==> config.mk <==
export PLATFORM = sky130hd
export DESIGN_NAME = timer_irq_pullup_config_reg
export DESIGN_NICKNAME = d
export VERILOG_FILES = /design/src/rtl/tmr_opt_pkg.sv /design/src/rtl/sync3.sv /design/src/rtl/timer_irq_pullup_config_reg.sv
export VERILOG_INCLUDE_DIRS = /design/src /design/src/rtl
export SDC_FILE = /design/constraint.sdc
export NUM_CORES = 1
export LEC_CHECK = 0
export BUFFER_PORTS_ARGS = -buffer_cell sky130_fd_sc_hd__buf_2
export CORE_ASPECT_RATIO = 1.4
export CORE_MARGIN = 2
export CORE_UTILIZATION = 47
export CTS_BUF_LIST = sky130_fd_sc_hd__clkbuf_2 sky130_fd_sc_hd__clkbuf_4 sky130_fd_sc_hd__clkbuf_8
export DETAILED_ROUTE_END_ITERATION = 16
export PLACE_DENSITY = 0.81
export SETUP_SLACK_MARGIN = 0.02
export SLEW_MARGIN = 20
export SYNTH_ARGS = -nofsm -noshare
export SYNTH_HDL_FRONTEND = slang
export SYNTH_SLANG_ARGS = --single-unit
==> constraint.sdc <==
create_clock -name CLK -period 2 [get_ports CLK]
set_input_delay 0.4 -clock CLK [delete_from_list [all_inputs] [get_ports CLK]]
set_output_delay 0.4 -clock CLK [all_outputs]
set_load 0.02 [all_outputs]
==> src/rtl/tmr_opt_defines.svh <==
// register offset, field positions and reset value of the option register
`ifndef TMR_OPT_DEFINES_SVH
`define TMR_OPT_DEFINES_SVH
`define OPT_ADDR 12'h081
`define OPT_BYTE_ADDR 12'h204
`define OPT_RESET 8'hff
`define OPT_PU_DIS_BIT 7
`define OPT_EDGE_BIT 6
`define OPT_SRC_BIT 5
`define OPT_SE_BIT 4
`define OPT_PSA_BIT 3
`define OPT_RATE_HI 2
`define RESP_OKAY 2'b00
`define RESP_SLVERR 2'b10
`endif

==> src/rtl/tmr_opt_pkg.sv <==
// types shared by the option register block
package tmr_opt_pkg;
  typedef struct packed {
    logic pullup_disable_n;
    logic ext_irq_edge_sel;
    logic timer_clk_src_sel;
    logic timer_src_edge_sel;
    logic prescaler_assign;
    logic [2:0] prescaler_rate;
  } opt_fields_t;
  typedef enum logic [1:0] {
    ST_IDLE = 2'b00,
    ST_RESP = 2'b01
  } bus_state_t;
endpackage

==> src/rtl/sync3.sv <==
// three-stage pin synchroniser with agreement-based change
module sync3 (
  input wire logic clk,
  input wire logic nrst,
  input wire logic din,
  output logic dout
);
  logic s1;
  logic s2;
  logic s3;
  always_ff @(posedge clk or negedge nrst) begin
    if (!nrst) begin
      s1 <= 1'b0;
      s2 <= 1'b0;
      s3 <= 1'b0;
      dout <= 1'b0;
    end else begin
      s1 <= din;
      s2 <= s1;
      s3 <= s2;
      if (s2 == s3) begin
        dout <= s3;
      end
    end
  end
endmodule // sync3

==> src/rtl/timer_irq_pullup_config_reg.sv <==
// option register with AXI4-Lite access and its decoded control outputs
// How it works
// - 8-bit read/write register at data address 0x81.
// - bit 7 high turns all port B pull-ups off, else per latch.
// - bit 6 selects rising (1) or falling (0) external interrupt edge.
// - bit 5 selects external timer pin (1) or instruction clock (0).
// - bit 4 selects falling (1) or rising (0) external pin count edge.
// - bit 3 gives prescaler to watchdog; timer then counts 1:1.
`include "tmr_opt_defines.svh"
module timer_irq_pullup_config_reg
  import tmr_opt_pkg::*;
(
  // clock and reset
  input wire logic CLK,
  input wire logic NRST,
  // axi4-lite write
  input wire logic [11:0] AWADDR,
  input wire logic AWVALID,
  output logic AWREADY,
  input wire logic [31:0] WDATA,
  input wire logic [3:0] WSTRB,
  input wire logic WVALID,
  output logic WREADY,
  output logic [1:0] BRESP,
  output logic BVALID,
  input wire logic BREADY,
  // axi4-lite read
  input wire logic [11:0] ARADDR,
  input wire logic ARVALID,
  output logic ARREADY,
  output logic [31:0] RDATA,
  output logic [1:0] RRESP,
  output logic RVALID,
  input wire logic RREADY,
  // pins
  input wire logic EXT_IRQ_PIN,
  input wire logic EXT_TIMER_CLK_PIN,
  input wire logic INSTR_CYCLE_CLK,
  input wire logic [7:0] PORT_B_LATCH,
  // to timer, prescaler and port logic
  output logic [7:0] PORT_B_PULLUP_EN,
  output logic EXT_IRQ_EVENT,
  output logic TIMER_TICK,
  output logic TIMER_PRESCALED,
  output logic WDT_PRESCALED,
  output logic [2:0] PRESCALER_RATE
);
  opt_fields_t opt;
  logic aw_held;
  logic w_held;
  logic [11:0] aw_addr;
  logic [31:0] w_data;
  logic w_strb0;
  bus_state_t wstate;
  logic irq_s;
  logic irq_q;
  logic tck_s;
  logic tck_q;
  logic icc_q;

  function automatic logic hit(input logic [11:0] a);
    hit = (a == `OPT_BYTE_ADDR);
  endfunction

  // write channel: address and data captured in either order
  wire wr_go = aw_held && w_held && (wstate == ST_IDLE);
  wire wr_hit = hit(aw_addr);
  wire [7:0] next_opt = (wr_hit && w_strb0) ? w_data[7:0] : opt;

  always_ff @(posedge CLK or negedge NRST) begin
    if (!NRST) begin
      aw_held <= 1'b0;
      w_held <= 1'b0;
      aw_addr <= 12'h000;
      w_data <= 32'h00000000;
      w_strb0 <= 1'b0;
      wstate <= ST_IDLE;
      BVALID <= 1'b0;
      BRESP <= `RESP_OKAY;
      opt <= `OPT_RESET;
    end else begin
      if (AWVALID && AWREADY) begin
        aw_held <= 1'b1;
        aw_addr <= AWADDR;
      end
      if (WVALID && WREADY) begin
        w_held <= 1'b1;
        w_data <= WDATA;
        w_strb0 <= WSTRB[0];
      end
      case (wstate)
        ST_IDLE: begin
          if (wr_go) begin
            opt <= next_opt;
            aw_held <= 1'b0;
            w_held <= 1'b0;
            BVALID <= 1'b1;
            BRESP <= wr_hit ? `RESP_OKAY : `RESP_SLVERR;
            wstate <= ST_RESP;
          end
        end
        ST_RESP: begin
          if (BREADY) begin
            BVALID <= 1'b0;
            wstate <= ST_IDLE;
          end
        end
        default: wstate <= ST_IDLE;
      endcase
    end
  end

  // one item per channel until the response is taken
  always_ff @(posedge CLK or negedge NRST) begin
    if (!NRST) begin
      AWREADY <= 1'b0;
      WREADY <= 1'b0;
    end else begin
      AWREADY <= !aw_held && !(AWVALID && AWREADY) && (wstate == ST_IDLE);
      WREADY <= !w_held && !(WVALID && WREADY) && (wstate == ST_IDLE);
    end
  end

  // read channel
  wire rd_take = ARVALID && ARREADY;
  wire [31:0] rd_word = hit(ARADDR) ? {24'h000000, opt} : 32'h00000000;

  always_ff @(posedge CLK or negedge NRST) begin
    if (!NRST) begin
      ARREADY <= 1'b0;
      RVALID <= 1'b0;
      RDATA <= 32'h00000000;
      RRESP <= `RESP_OKAY;
    end else begin
      ARREADY <= !RVALID && !rd_take;
      if (rd_take) begin
        RVALID <= 1'b1;
        RDATA <= rd_word;
        RRESP <= hit(ARADDR) ? `RESP_OKAY : `RESP_SLVERR;
      end else if (RVALID && RREADY) begin
        RVALID <= 1'b0;
      end
    end
  end

  // pin synchronisers
  sync3 u_irq_sync (
    .clk(CLK),
    .nrst(NRST),
    .din(EXT_IRQ_PIN),
    .dout(irq_s)
  );
  sync3 u_tck_sync (
    .clk(CLK),
    .nrst(NRST),
    .din(EXT_TIMER_CLK_PIN),
    .dout(tck_s)
  );

  // edge decode; the edge select acts on the very next sampled change
  wire irq_edge = opt.ext_irq_edge_sel ? (irq_s && !irq_q)
                                       : (!irq_s && irq_q);
  wire pin_edge = opt.timer_src_edge_sel ? (!tck_s && tck_q)
                                         : (tck_s && !tck_q);
  wire icc_edge = INSTR_CYCLE_CLK && !icc_q;
  wire tick = opt.timer_clk_src_sel ? pin_edge : icc_edge;
  wire [7:0] next_pullup = opt.pullup_disable_n ? 8'h00
                                                : PORT_B_LATCH;

  always_ff @(posedge CLK or negedge NRST) begin
    if (!NRST) begin
      irq_q <= 1'b0;
      tck_q <= 1'b0;
      icc_q <= 1'b0;
      EXT_IRQ_EVENT <= 1'b0;
      TIMER_TICK <= 1'b0;
      TIMER_PRESCALED <= 1'b0;
      WDT_PRESCALED <= 1'b0;
      PRESCALER_RATE <= 3'h0;
      PORT_B_PULLUP_EN <= 8'h00;
    end else begin
      irq_q <= irq_s;
      tck_q <= tck_s;
      icc_q <= INSTR_CYCLE_CLK;
      EXT_IRQ_EVENT <= irq_edge;
      TIMER_TICK <= tick;
      // timer bypasses the prescaler when it belongs to the watchdog
      TIMER_PRESCALED <= !opt.prescaler_assign;
      WDT_PRESCALED <= opt.prescaler_assign;
      PRESCALER_RATE <= opt.prescaler_rate;
      PORT_B_PULLUP_EN <= next_pullup;
    end
  end

  // NRST in an antecedent keeps the release edge out: the outputs
  // still show their reset values in the cycle after it

  // pull-up enables
  a_pullup_off: assert property (@(posedge CLK)
    disable iff (!NRST)
    NRST && opt.pullup_disable_n |=> PORT_B_PULLUP_EN == 8'h00)
    else $error("pull-ups on while disabled");
  a_pullup_latch: assert property (@(posedge CLK)
    disable iff (!NRST)
    NRST && !opt.pullup_disable_n
      |=> PORT_B_PULLUP_EN == $past(PORT_B_LATCH))
    else $error("pull-ups do not follow latch");

  // external interrupt edge
  a_irq_rise: assert property (@(posedge CLK)
    disable iff (!NRST)
    NRST && opt.ext_irq_edge_sel && irq_s && !irq_q |=> EXT_IRQ_EVENT)
    else $error("rising interrupt edge missed");
  a_irq_fall: assert property (@(posedge CLK)
    disable iff (!NRST)
    NRST && !opt.ext_irq_edge_sel && !irq_s && irq_q |=> EXT_IRQ_EVENT)
    else $error("falling interrupt edge missed");
  a_irq_no_fall: assert property (@(posedge CLK)
    disable iff (!NRST)
    NRST && opt.ext_irq_edge_sel && !irq_s && irq_q |=> !EXT_IRQ_EVENT)
    else $error("falling edge taken while rising selected");
  a_irq_no_rise: assert property (@(posedge CLK)
    disable iff (!NRST)
    NRST && !opt.ext_irq_edge_sel && irq_s && !irq_q |=> !EXT_IRQ_EVENT)
    else $error("rising edge taken while falling selected");
  a_irq_quiet: assert property (@(posedge CLK)
    disable iff (!NRST)
    NRST && (irq_s == irq_q) |=> !EXT_IRQ_EVENT)
    else $error("interrupt event without pin edge");
  a_irq_pulse: assert property (@(posedge CLK)
    disable iff (!NRST)
    EXT_IRQ_EVENT |=> !EXT_IRQ_EVENT)
    else $error("interrupt event longer than one cycle");

  // timer tick source and edge
  a_src_internal: assert property (@(posedge CLK)
    disable iff (!NRST)
    NRST && !opt.timer_clk_src_sel && INSTR_CYCLE_CLK && !icc_q
      |=> TIMER_TICK)
    else $error("instruction clock tick missed");
  a_src_int_quiet: assert property (@(posedge CLK)
    disable iff (!NRST)
    NRST && !opt.timer_clk_src_sel && !(INSTR_CYCLE_CLK && !icc_q)
      |=> !TIMER_TICK)
    else $error("tick without instruction clock edge");
  a_src_pin_quiet: assert property (@(posedge CLK)
    disable iff (!NRST)
    NRST && opt.timer_clk_src_sel && (tck_s == tck_q) |=> !TIMER_TICK)
    else $error("tick without timer pin edge");
  a_pin_rise: assert property (@(posedge CLK)
    disable iff (!NRST)
    NRST && opt.timer_clk_src_sel && !opt.timer_src_edge_sel
      && tck_s && !tck_q |=> TIMER_TICK)
    else $error("rising pin edge not counted");
  a_pin_fall: assert property (@(posedge CLK)
    disable iff (!NRST)
    NRST && opt.timer_clk_src_sel && opt.timer_src_edge_sel
      && !tck_s && tck_q |=> TIMER_TICK)
    else $error("falling pin edge not counted");
  a_pin_wrong_edge: assert property (@(posedge CLK)
    disable iff (!NRST)
    NRST && opt.timer_clk_src_sel
      && (opt.timer_src_edge_sel ? (tck_s && !tck_q) : (!tck_s && tck_q))
      |=> !TIMER_TICK)
    else $error("pin edge of the wrong sense counted");

  // prescaler assignment and rate
  a_psa_wdt: assert property (@(posedge CLK)
    disable iff (!NRST)
    NRST && opt.prescaler_assign |=> WDT_PRESCALED && !TIMER_PRESCALED)
    else $error("prescaler not with watchdog");
  a_psa_timer: assert property (@(posedge CLK)
    disable iff (!NRST)
    NRST && !opt.prescaler_assign |=> !WDT_PRESCALED && TIMER_PRESCALED)
    else $error("prescaler not with timer");
  a_rate_out: assert property (@(posedge CLK)
    disable iff (!NRST)
    NRST |=> PRESCALER_RATE == $past(opt.prescaler_rate))
    else $error("rate not forwarded");

  // register writes; lane 0 alone carries the register
  a_write_reg: assert property (@(posedge CLK)
    disable iff (!NRST)
    wr_go && wr_hit && w_strb0 |=> opt == $past(w_data[7:0]))
    else $error("register write lost");
  a_write_keep: assert property (@(posedge CLK)
    disable iff (!NRST)
    NRST && !(wr_go && wr_hit && w_strb0) |=> opt == $past(opt))
    else $error("register changed without a write");
  a_write_ok: assert property (@(posedge CLK)
    disable iff (!NRST)
    wr_go && aw_addr == `OPT_BYTE_ADDR
      |=> BVALID && BRESP == `RESP_OKAY)
    else $error("mapped write not answered okay");
  a_write_err: assert property (@(posedge CLK)
    disable iff (!NRST)
    wr_go && aw_addr != `OPT_BYTE_ADDR
      |=> BVALID && BRESP == `RESP_SLVERR)
    else $error("unmapped write not answered with error");
  a_b_hold: assert property (@(posedge CLK)
    disable iff (!NRST)
    BVALID && !BREADY |=> BVALID && $stable(BRESP))
    else $error("write response dropped before taken");
  a_b_busy: assert property (@(posedge CLK)
    disable iff (!NRST)
    BVALID |-> !AWREADY && !WREADY)
    else $error("write accepted while response pending");

  // register reads
  a_read_ok: assert property (@(posedge CLK)
    disable iff (!NRST)
    ARVALID && ARREADY && ARADDR == `OPT_BYTE_ADDR
      |=> RVALID && RRESP == `RESP_OKAY
      && RDATA == {24'h000000, $past(opt)})
    else $error("read data or response wrong");
  a_read_err: assert property (@(posedge CLK)
    disable iff (!NRST)
    ARVALID && ARREADY && ARADDR != `OPT_BYTE_ADDR
      |=> RVALID && RRESP == `RESP_SLVERR
      && RDATA == 32'h00000000)
    else $error("unmapped read not answered with error");
  a_r_hold: assert property (@(posedge CLK)
    disable iff (!NRST)
    RVALID && !RREADY |=> RVALID && $stable(RDATA) && $stable(RRESP))
    else $error("read answer dropped before taken");
  a_r_busy: assert property (@(posedge CLK)
    disable iff (!NRST)
    RVALID |-> !ARREADY)
    else $error("read accepted while answer pending");
endmodule // timer_irq_pullup_config_reg

==> flow_metrics.env, run 1 <==
export IMPL_hp_class="in -> reg"
export IMPL_setup_worst_path_class="reg -> reg"
export IMPL_synth_seq_area_share_pct=65.9
export IMPL_p_leak_uw=0.00170
export IMPL_power_density_nw_per_um2=1130
export IMPL_end_kind="register"
export IMPL_cts_root_buf="clkbuf_8"
export IMPL_fin_nets=358
export IMPL_holdCritStartpoint="EXT_TIMER_CLK_PIN"
export IMPL_grt_max_degree=40
export IMPL_clock_sinks=72
export IMPL_final_common_cell="buf_2"
export IMPL_cp_data_arrival_time_ns=2.09
export IMPL_status="complete, no violations"
export IMPL_grt_ovfl_total=0
export IMPL_synth_main_ff_cell="dfrtp_1"
export IMPL_synthArstFlopShare_pct=100
export IMPL_fin_hold_ws_ns=0.174
export IMPL_synth_edf_count=0
export IMPL_postLayoutCellArea_sq_um=3390
export IMPL_grt_usage_pct=15.1
export IMPL_synth_cell_type_count=27
export IMPL_ys_ff_latch=72
export IMPL_regToRegSetupSlack_ns=0.17
export IMPL_area_growth_pct=23.4
export IMPL_setup_slack_ns=0.171
export IMPL_post_dp_cell_area_sq_um=3180
export IMPL_drt_total_wl_microns=4440
export IMPL_synth_top_cell_by_area="dfrtp_1"
export IMPL_clkSlewWorstSetupHoldPaths_ns=0.07
export IMPL_cts_tree="built"
export IMPL_fin_tns_setup_ns=0
export IMPL_final_cell_mix="buf_2 (79), dfrtp_1 (64), mux2_2 (29), conb_1 (26), clkbuf_8 (10)"
export IMPL_period_needed_ns=1.83
export IMPL_io_buffers=80
export IMPL_required_ns=2.26
export IMPL_grt_pass1_vias=1517
export IMPL_hold_viol=0
export IMPL_reg2reg_to="opt[0]"
export IMPL_yosys_warnings=0
export IMPL_cts_buffers_inserted=9
export IMPL_die_h_microns=94.5
export IMPL_dpl_hpwl_microns=3330
export IMPL_rsz0062_at_grt="false"
export IMPL_core_sq_um=5740
export IMPL_rows=33
export IMPL_dieWidth_microns=68.6
export IMPL_timing_rr_start="aw_addr[8]"
export IMPL_ir_worst_vdd_uv=913
export IMPL_hold_depth=1
export IMPL_n_antenna_cell=0
export IMPL_ios=134
export IMPL_clk_latency_ns=0.33
export IMPL_slew_violations=0
export IMPL_cts_path_max_buffers=2
export IMPL_start_util_pct=47.9
export IMPL_max_freq_mhz=547
export IMPL_grt_pass1_wl_microns=6980
export IMPL_synth_cells=186
export IMPL_post_route_drc_count=0
export IMPL_detail_route_antenna_nets=0
export IMPL_max_cap_viol_count=0
export IMPL_synth_area_leaders="dfrtp_1 (58%), mux2_2 (12%), dfstp_2 (7.6%)"
export IMPL_vias=1619
export IMPL_crit_fanout=8
export IMPL_reg2reg_depth=4
export IMPL_syn_area_sq_um=2750
export IMPL_first_pass_iters=4
export IMPL_start_kind="register"
export IMPL_dp_slack_ns=0.0982
export IMPL_avgSynthCellArea_sq_um=14.8
export IMPL_gp_congestion=0.682
export IMPL_min_period_over_period_pct=91.5
export IMPL_avgRoutedWirePerCell_microns=12.5
export IMPL_cts_max_level=3
export IMPL_avgViaCountPerCell=4.56
export IMPL_drive_gt1_share_pct=50.2
export IMPL_antenna_found_initial=0
export IMPL_die_area_sq_um=6490
export IMPL_synth_top_area_share_pct=58.3
export IMPL_drt_iter0_markers=42
export IMPL_skew_ns=0.00919
export IMPL_whs_endpoint="u_tck_sync.s1"
export IMPL_finalSetupViolations=0
-- layout make-up --
type	count	area, sq um
flip-flops and latches	72	1810
repair buffers	85	455
inverters	3	11.3
clock inverters	1	30.0
multi-input cells	109	821
well taps	70	87.6
fillers	477	2350
clock buffers	15	175
-- what timing repair did --
item	CTS	global route
buffers inserted	0	0
endpoints found under the hold margin	3	0
gates resized for setup	0	0
hold buffers	1	0
-- critical path, stage by stage, from the launching register on --
cell,delay [ns]
dfrtp_1,0.37
or4b_4,0.56
nor4_4,0.27
buf_4,0.21
mux2_2,0.35
-- synthesized netlist by cell type, types with 2 or more instances --
cell,instances
nand2b_1,2
nand3b_1,2
or4_1,2
maj3_1,2
dfrtp_1,64
nor4_4,2
o21ai_0,4
buf_4,26
nor2_1,3
or4b_2,2
nand2_1,5
and2_1,2
mux2_2,29
inv_1,3
nor2b_1,8
or4b_4,2
a21oi_1,4
dfstp_2,8
a22o_1,8
-- registers in the layout, summed over array words and instances, names as in the netlist, 3 cells and up --
signal,cells
opt,8
RDATA,8
PORT_B_PULLUP_EN,8
PRESCALER_RATE,3
aw_addr,12
w_data,8
-- power breakdown --
group	leakage [uW]	total [uW]	switching (uW)	internal, uW
Combinational	0.000735	729	358	371
Clock	0.000109	1150	473	682
Sequential	0.000860	1940	164	1780
Total	0.00170	3820	995	2830
-- metrics by stage --
stage,cells,utilization (%),total power [uW]
floorplan,211,-,2500
global placement,338,55.4,2670
detailed placement,338,55.4,2710
CTS,355,59.1,3890
global route,355,59.1,4040
finish,355,59.1,3820
-- worst max path at each step --
stage	end	cells past startpoint	startpoint	slack, ns
3_5_place_dp	RDATA[7]	5	ARADDR[3]	0.1
5_1_grt	opt[2]	4	aw_addr[8]	0.09
3_3_place_gp	RDATA[4]	5	ARADDR[3]	0.14
4_1_cts	opt[0]	4	aw_addr[8]	0.14
6_report	opt[0]	4	aw_addr[8]	0.17
2_1_floorplan	opt[0]	3	aw_addr[8]	0.16
-- cell families after synthesis --
family	after synthesis	synth area share [%]
AOI/OAI and AO/OA	18	4.51
adders and majority gates	2	0.728
buffers and inverters	30	7.65
DFF	72	65.9
muxes	29	11.9
other	1	0.136
and+or+nand+nor	34	9.19
-- routing by layer --
metal	track usage [%]	vias up	wire, microns
met2	24.4	70	2370
met5	0	-	0
met1	16.5	764	1640
li1	-	780	-
met3	5.60	5	379
met4	9.00	0	44
No activity file was read; power rests on OpenSTA's default activity.
==> run 2, diff against run 1 <==
--- a/config.mk
+++ b/config.mk
@@ -6,15 +6,17 @@
 export SDC_FILE = /design/constraint.sdc
 export NUM_CORES = 1
 export LEC_CHECK = 0
+export ABC_AREA = 1
 export BUFFER_PORTS_ARGS = -buffer_cell sky130_fd_sc_hd__buf_2
+export CAP_MARGIN = 20
 export CORE_ASPECT_RATIO = 1.4
 export CORE_MARGIN = 2
-export CORE_UTILIZATION = 47
+export CORE_UTILIZATION = 49
 export CTS_BUF_LIST = sky130_fd_sc_hd__clkbuf_2 sky130_fd_sc_hd__clkbuf_4 sky130_fd_sc_hd__clkbuf_8
 export DETAILED_ROUTE_END_ITERATION = 16
-export PLACE_DENSITY = 0.81
+export PLACE_DENSITY = 0.83
 export SETUP_SLACK_MARGIN = 0.02
-export SLEW_MARGIN = 20
+export SLEW_MARGIN = 30
 export SYNTH_ARGS = -nofsm -noshare
 export SYNTH_HDL_FRONTEND = slang
 export SYNTH_SLANG_ARGS = --single-unit
==> flow_metrics.env, run 2 <==
export IMPL_status="complete, no violations"
export IMPL_grt_pass1_vias=2097
export IMPL_dieWidth_microns=70.1
export IMPL_start_kind="register"
export IMPL_timing_rr_start="ARREADY"
export IMPL_gp_congestion=0.786
export IMPL_cts_root_buf="clkbuf_8"
export IMPL_detail_route_antenna_nets=0
export IMPL_syn_area_sq_um=2990
export IMPL_grt_usage_pct=17.4
export IMPL_final_cell_mix="nand2_1 (109), buf_2 (80), dfrtp_1 (64), conb_1 (26), inv_1 (25)"
export IMPL_die_h_microns=96.5
export IMPL_core_sq_um=5860
export IMPL_period_needed_ns=1.33
export IMPL_largest_reg_flops=12
export IMPL_max_cap_viol_count=0
export IMPL_avgRoutedWirePerCell_microns=10.8
export IMPL_start_util_pct=51.1
export IMPL_n_antenna_cell=0
export IMPL_setup_worst_path_class="reg -> out"
export IMPL_final_common_cell="nand2_1"
export IMPL_reg2reg_to="RDATA[7]"
export IMPL_post_route_drc_count=0
export IMPL_synth_main_ff_cell="dfrtp_1"
export IMPL_synth_seq_area_share_pct=60.5
export IMPL_fin_tns_setup_ns=0
export IMPL_p_leak_uw=0.00205
export IMPL_cts_path_max_buffers=2
export IMPL_io_buffers=80
export IMPL_skew_ns=0.0112
export IMPL_cts_resized=0
export IMPL_grt_pass1_wl_microns=9070
export IMPL_finalSetupViolations=0
export IMPL_cpMaxStageDelayCell="dfrtp_1"
export IMPL_rsz0062_at_grt="false"
export IMPL_synth_edf_count=0
export IMPL_yosys_warnings=0
export IMPL_fin_nets=477
export IMPL_synth_top_cell_by_area="dfrtp_1"
export IMPL_die_area_sq_um=6760
export IMPL_path_delay_family="flip-flops"
export IMPL_area_growth_pct=21.4
export IMPL_crit_buf_inv=1
export IMPL_grt_max_degree=30
export IMPL_tightest_slew_ns=0.652
export IMPL_regToRegSetupSlack_ns=0.76
export IMPL_power_density_nw_per_um2=1170
export IMPL_drive_gt1_share_pct=30.0
export IMPL_clock_sinks=72
export IMPL_slew_violations=0
export IMPL_avgViaCountPerCell=4.55
export IMPL_avgSynthCellArea_sq_um=9.63
export IMPL_hp_class="in -> async"
export IMPL_dpl_hpwl_microns=3820
export IMPL_synth_cells=311
export IMPL_slew_headroom_pct=56.6
export IMPL_synth_top_area_share_pct=53.5
export IMPL_grt_ovfl_total=0
export IMPL_cts_setup_buffers=0
export IMPL_ctsHoldBuffers=0
export IMPL_critical_path_cell_chain="buf_2"
export IMPL_end_kind="output port"
export IMPL_cts_buffers_inserted=9
export IMPL_required_ns=1.60
export IMPL_first_pass_iters=4
export IMPL_cp_data_arrival_time_ns=0.93
export IMPL_max_stage_delay_ns=0.41
export IMPL_ys_ff_latch=72
export IMPL_cts_tree="built"
export IMPL_drt_total_wl_microns=5140
export IMPL_reg2reg_depth=5
export IMPL_min_period_over_period_pct=66.3
export IMPL_synth_common_cells="nand2_1 (109), dfrtp_1 (64), buf_4 (26), inv_1 (25), nor2_1 (24)"
export IMPL_synth_cell_type_count=28
export IMPL_clk_latency_ns=0.33
export IMPL_hold_viol=0
export IMPL_crit_fanout=4
export IMPL_max_freq_mhz=754
export IMPL_clkSlewWorstSetupHoldPaths_ns=0.07
export IMPL_rows=33
export IMPL_yosysMostFrequentCell="nand2_1"
export IMPL_post_dp_cell_area_sq_um=3390
export IMPL_synth_area_leaders="dfrtp_1 (53%), nand2_1 (14%), dfstp_2 (7.0%)"
export IMPL_ir_worst_vdd_uv=848
export IMPL_synthArstFlopShare_pct=100
export IMPL_regMostFlops="aw_addr"
export IMPL_postLayoutCellArea_sq_um=3630
export IMPL_antenna_found_initial=0
export IMPL_vias=2155
export IMPL_ios=134
export IMPL_cts_max_level=3
export IMPL_drt_iter0_markers=83
export IMPL_fin_total_pwr_uw=4240
## run 2: per-layer routing
metal / global-route usage [%] / part of all wire, %
met1: 19.8 / 41
met2: 30.5 / 51
met3: 3.84 / 6.3
met4: 10.1 / 1.9
met5: 0 / 0
## run 2: area by class of cell
| class | instances | area, sq um |
|---|---|---|
| clock buffers | 11 | 145 |
| clock inverters | 5 | 104 |
| fillers | 516 | 2230 |
| inverters | 30 | 125 |
| multi-input cells | 203 | 926 |
| flip-flops and latches | 72 | 1810 |
| well taps | 70 | 87.6 |
| repair buffers | 83 | 435 |
## run 2: stage by stage
step / utilization [%] / hold WS [ns] / instances / setup slack, ns
3_5_place_dp: 57.7 / 0.335 / 458 / 0.635
2_1_floorplan: - / 0.104 / 336 / 0.841
4_1_cts: 62.0 / 0.0989 / 474 / 0.653
5_1_grt: 62.0 / 0.128 / 474 / 0.592
6_report: 62.0 / 0.0861 / 474 / 0.674
3_3_place_gp: 57.7 / 0.336 / 458 / 0.659
## run 2: how the worst max path moves through the flow
stage,startpoint,endpoint,cells after the start
after floorplan,BVALID,opt[0],6
after global placement,ARVALID,RRESP[1],6
after detailed placement,ARVALID,RRESP[1],6
after CTS,BVALID,BVALID,1
after global routing,ARREADY,RVALID,4
final,BVALID,BVALID,1
## run 2: kinds of logic (layout without fill, tap and decap cells)
family	Yosys count	after routing	synth area share (%)
AO/OA/AOI/OAI	10	10	1.71
adder cells (fa/ha/maj)	2	2	0.669
buffers and inverters	61	129	11.7
flip-flops	72	72	60.5
other	1	26	0.125
AND/OR/NAND/NOR	165	165	25.3
## run 2: report_power, final
| group | internal, uW | leakage (uW) | switching, uW |
|---|---|---|---|
| clock network | 877 | 0.000127 | 509 |
| registers | 1760 | 0.000873 | 182 |
| logic | 308 | 0.00105 | 597 |
## run 2: worst reg2reg max path, delay by kind of cell, from the launching register on
family	cells	cell delay [ns]
and+or+nand+nor	4	0.61
DFF	1	0.38
buffers and inverters	1	0.16
==> run 3, diff against run 2 <==
--- a/config.mk
+++ b/config.mk
@@ -11,10 +11,10 @@
 export CAP_MARGIN = 20
 export CORE_ASPECT_RATIO = 1.4
 export CORE_MARGIN = 2
-export CORE_UTILIZATION = 49
+export CORE_UTILIZATION = 44
 export CTS_BUF_LIST = sky130_fd_sc_hd__clkbuf_2 sky130_fd_sc_hd__clkbuf_4 sky130_fd_sc_hd__clkbuf_8
 export DETAILED_ROUTE_END_ITERATION = 16
-export PLACE_DENSITY = 0.83
+export PLACE_DENSITY = 0.78
 export SETUP_SLACK_MARGIN = 0.02
 export SLEW_MARGIN = 30
 export SYNTH_ARGS = -nofsm -noshare
==> constraint.sdc (replaced) <==
create_clock -name CLK -period 1.2 [get_ports CLK]
set_input_delay 0.24 -clock CLK [delete_from_list [all_inputs] [get_ports CLK]]
set_output_delay 0.24 -clock CLK [all_outputs]
set_load 0.02 [all_outputs]
==> flow_metrics.env, run 3 (same netlist as run 2, synthesis figures left out) <==
export IMPL_detail_route_antenna_nets=0
export IMPL_final_common_cell="nand2_1"
export IMPL_drt_iter0_markers=101
export IMPL_start_kind="register"
export IMPL_avgRoutedWirePerCell_microns=11.3
export IMPL_rows=35
export IMPL_hp_class="in -> reg"
export IMPL_avgViaCountPerCell=4.53
export IMPL_grt_pass1_wl_microns=8750
export IMPL_first_pass_iters=4
export IMPL_grt_pass1_vias=2057
export IMPL_ir_worst_vdd_uv=1500
export IMPL_p_leak_uw=0.00207
export IMPL_drive_gt1_share_pct=32.7
export IMPL_io_buffers=80
export IMPL_cts_root_buf="clkbuf_8"
export IMPL_post_route_drc_count=0
export IMPL_cts_tree="built"
export IMPL_start_util_pct=45.6
export IMPL_grt_max_degree=73
export IMPL_fin_nets=486
export IMPL_largest_reg_flops=12
export IMPL_fin_total_pwr_uw=7190
export IMPL_skew_ns=0.00536
export IMPL_end_kind="register"
export IMPL_max_freq_mhz=848
export IMPL_die_h_microns=102
export IMPL_clk_latency_ns=0.33
export IMPL_cts_buffers_inserted=9
export IMPL_fin_hold_ws_ns=0.0352
export IMPL_max_cap_viol_count=0
export IMPL_dpl_hpwl_microns=3780
export IMPL_cpMaxStageDelayCell="dfrtp_1"
export IMPL_crit_start="aw_addr[10]"
export IMPL_grt_ovfl_total=0
export IMPL_timing_rr_start="aw_addr[10]"
export IMPL_min_period_over_period_pct=98.3
export IMPL_cts_max_level=3
export IMPL_final_util_pct=56.9
export IMPL_required_ns=1.46
export IMPL_n_antenna_cell=0
export IMPL_dieWidth_microns=73.7
export IMPL_slew_violations=0
export IMPL_cpMostUsedCell="nand2_1"
export IMPL_status="complete, no violations"
export IMPL_setup_worst_path_class="reg -> reg"
export IMPL_power_density_nw_per_um2=1930
export IMPL_drt_total_wl_microns=5510
export IMPL_clock_sinks=72
export IMPL_setup_slack_ns=0.0204
export IMPL_path_delay_family="simple AND/OR/NAND/NOR gates"
export IMPL_holdCritStartpoint="INSTR_CYCLE_CLK"
export IMPL_crit_buf_inv=0
export IMPL_cts_setup_buffers=0
export IMPL_antenna_found_initial=0
export IMPL_finalSetupViolations=0
export IMPL_grt_usage_pct=15.4
export IMPL_crit_fanout=8
export IMPL_cp_data_arrival_time_ns=1.44
export IMPL_gp_congestion=0.732
export IMPL_vias=2204
export IMPL_hold_viol=0
export IMPL_postLayoutCellArea_sq_um=3730
export IMPL_die_area_sq_um=7490
export IMPL_post_dp_cell_area_sq_um=3420
export IMPL_critical_path_cell_chain="or2_4 > nor2_8 > nand3_4 > nand2_1 > nand2_1"
export IMPL_core_sq_um=6570
export IMPL_cts_path_max_buffers=2
export IMPL_ios=134
export IMPL_regMostFlops="aw_addr"
export IMPL_max_stage_delay_ns=0.38
export IMPL_area_growth_pct=24.7
export IMPL_rsz0062_at_grt="true"
export IMPL_period_needed_ns=1.18
export IMPL_clkSlewWorstSetupHoldPaths_ns=0.07
export IMPL_dp_slack_ns=0.0268
export IMPL_final_cell_mix="nand2_1 (105), buf_2 (79), dfrtp_1 (64), conb_1 (26), inv_1 (25)"
## run 3: final cells by class
cell class / instances / area, sq um
Timing Repair Buffer: 90 / 502
Multi-Input combinational cell: 205 / 968
Fill cell: 604 / 2830
Tap cell: 74 / 92.6
Clock inverter: 4 / 76.3
Inverter: 30 / 125
Sequential cell: 72 / 1810
Clock buffer: 12 / 159
## run 3: routing by layer
metal | global-route usage (%) | part of all wire (%)
met5 | 0 | 0
met4 | 6.29 | 2.0
met3 | 4.78 | 7.2
met2 | 27.0 | 51
met1 | 17.1 | 39
## run 3: what timing repair did
action                                  4_1_cts  5_1_grt
cloned                                        1        1
pin swaps                                     2        7
endpoints found under the setup margin        1       10
resized for setup                             3        7
hold buffers                                  1        2
endpoints found under the hold margin        64        2
## run 3: final timing paths
check | to | slack [ns] | depth (start not counted)
min in group asynchronous | PORT_B_PULLUP_EN[7] | 0.47 | 3
min reg2reg | u_irq_sync.s2 | 0.35 | 0
max in group asynchronous | opt[3] | 0.41 | 3
min | icc_q | 0.04 | 1
max reg2reg | opt[3] | 0.02 | 5
max | opt[3] | 0.02 | 5
## run 3: per-stage QoR
step                instances  TNS [ns]
CTS                       484         0
detailed placement        466         0
global route              487    -0.257
finish                    487         0
floorplan                 336         0
global placement          466         0
## run 3: worst register-to-register path, stage by stage (launching register included)
cell and delay [ns]:
dfrtp_1 0.38, or2_4 0.30, nor2_8 0.17, nand3_4 0.13, nand2_1 0.09, nand2_1 0.05
## run 3: power by group
part	switching (uW)	leakage, uW	internal (uW)
clock	845	0.000116	1310
combinational	1140	0.00109	622
sequential	335	0.000873	2940
total	2320	0.00207	4880
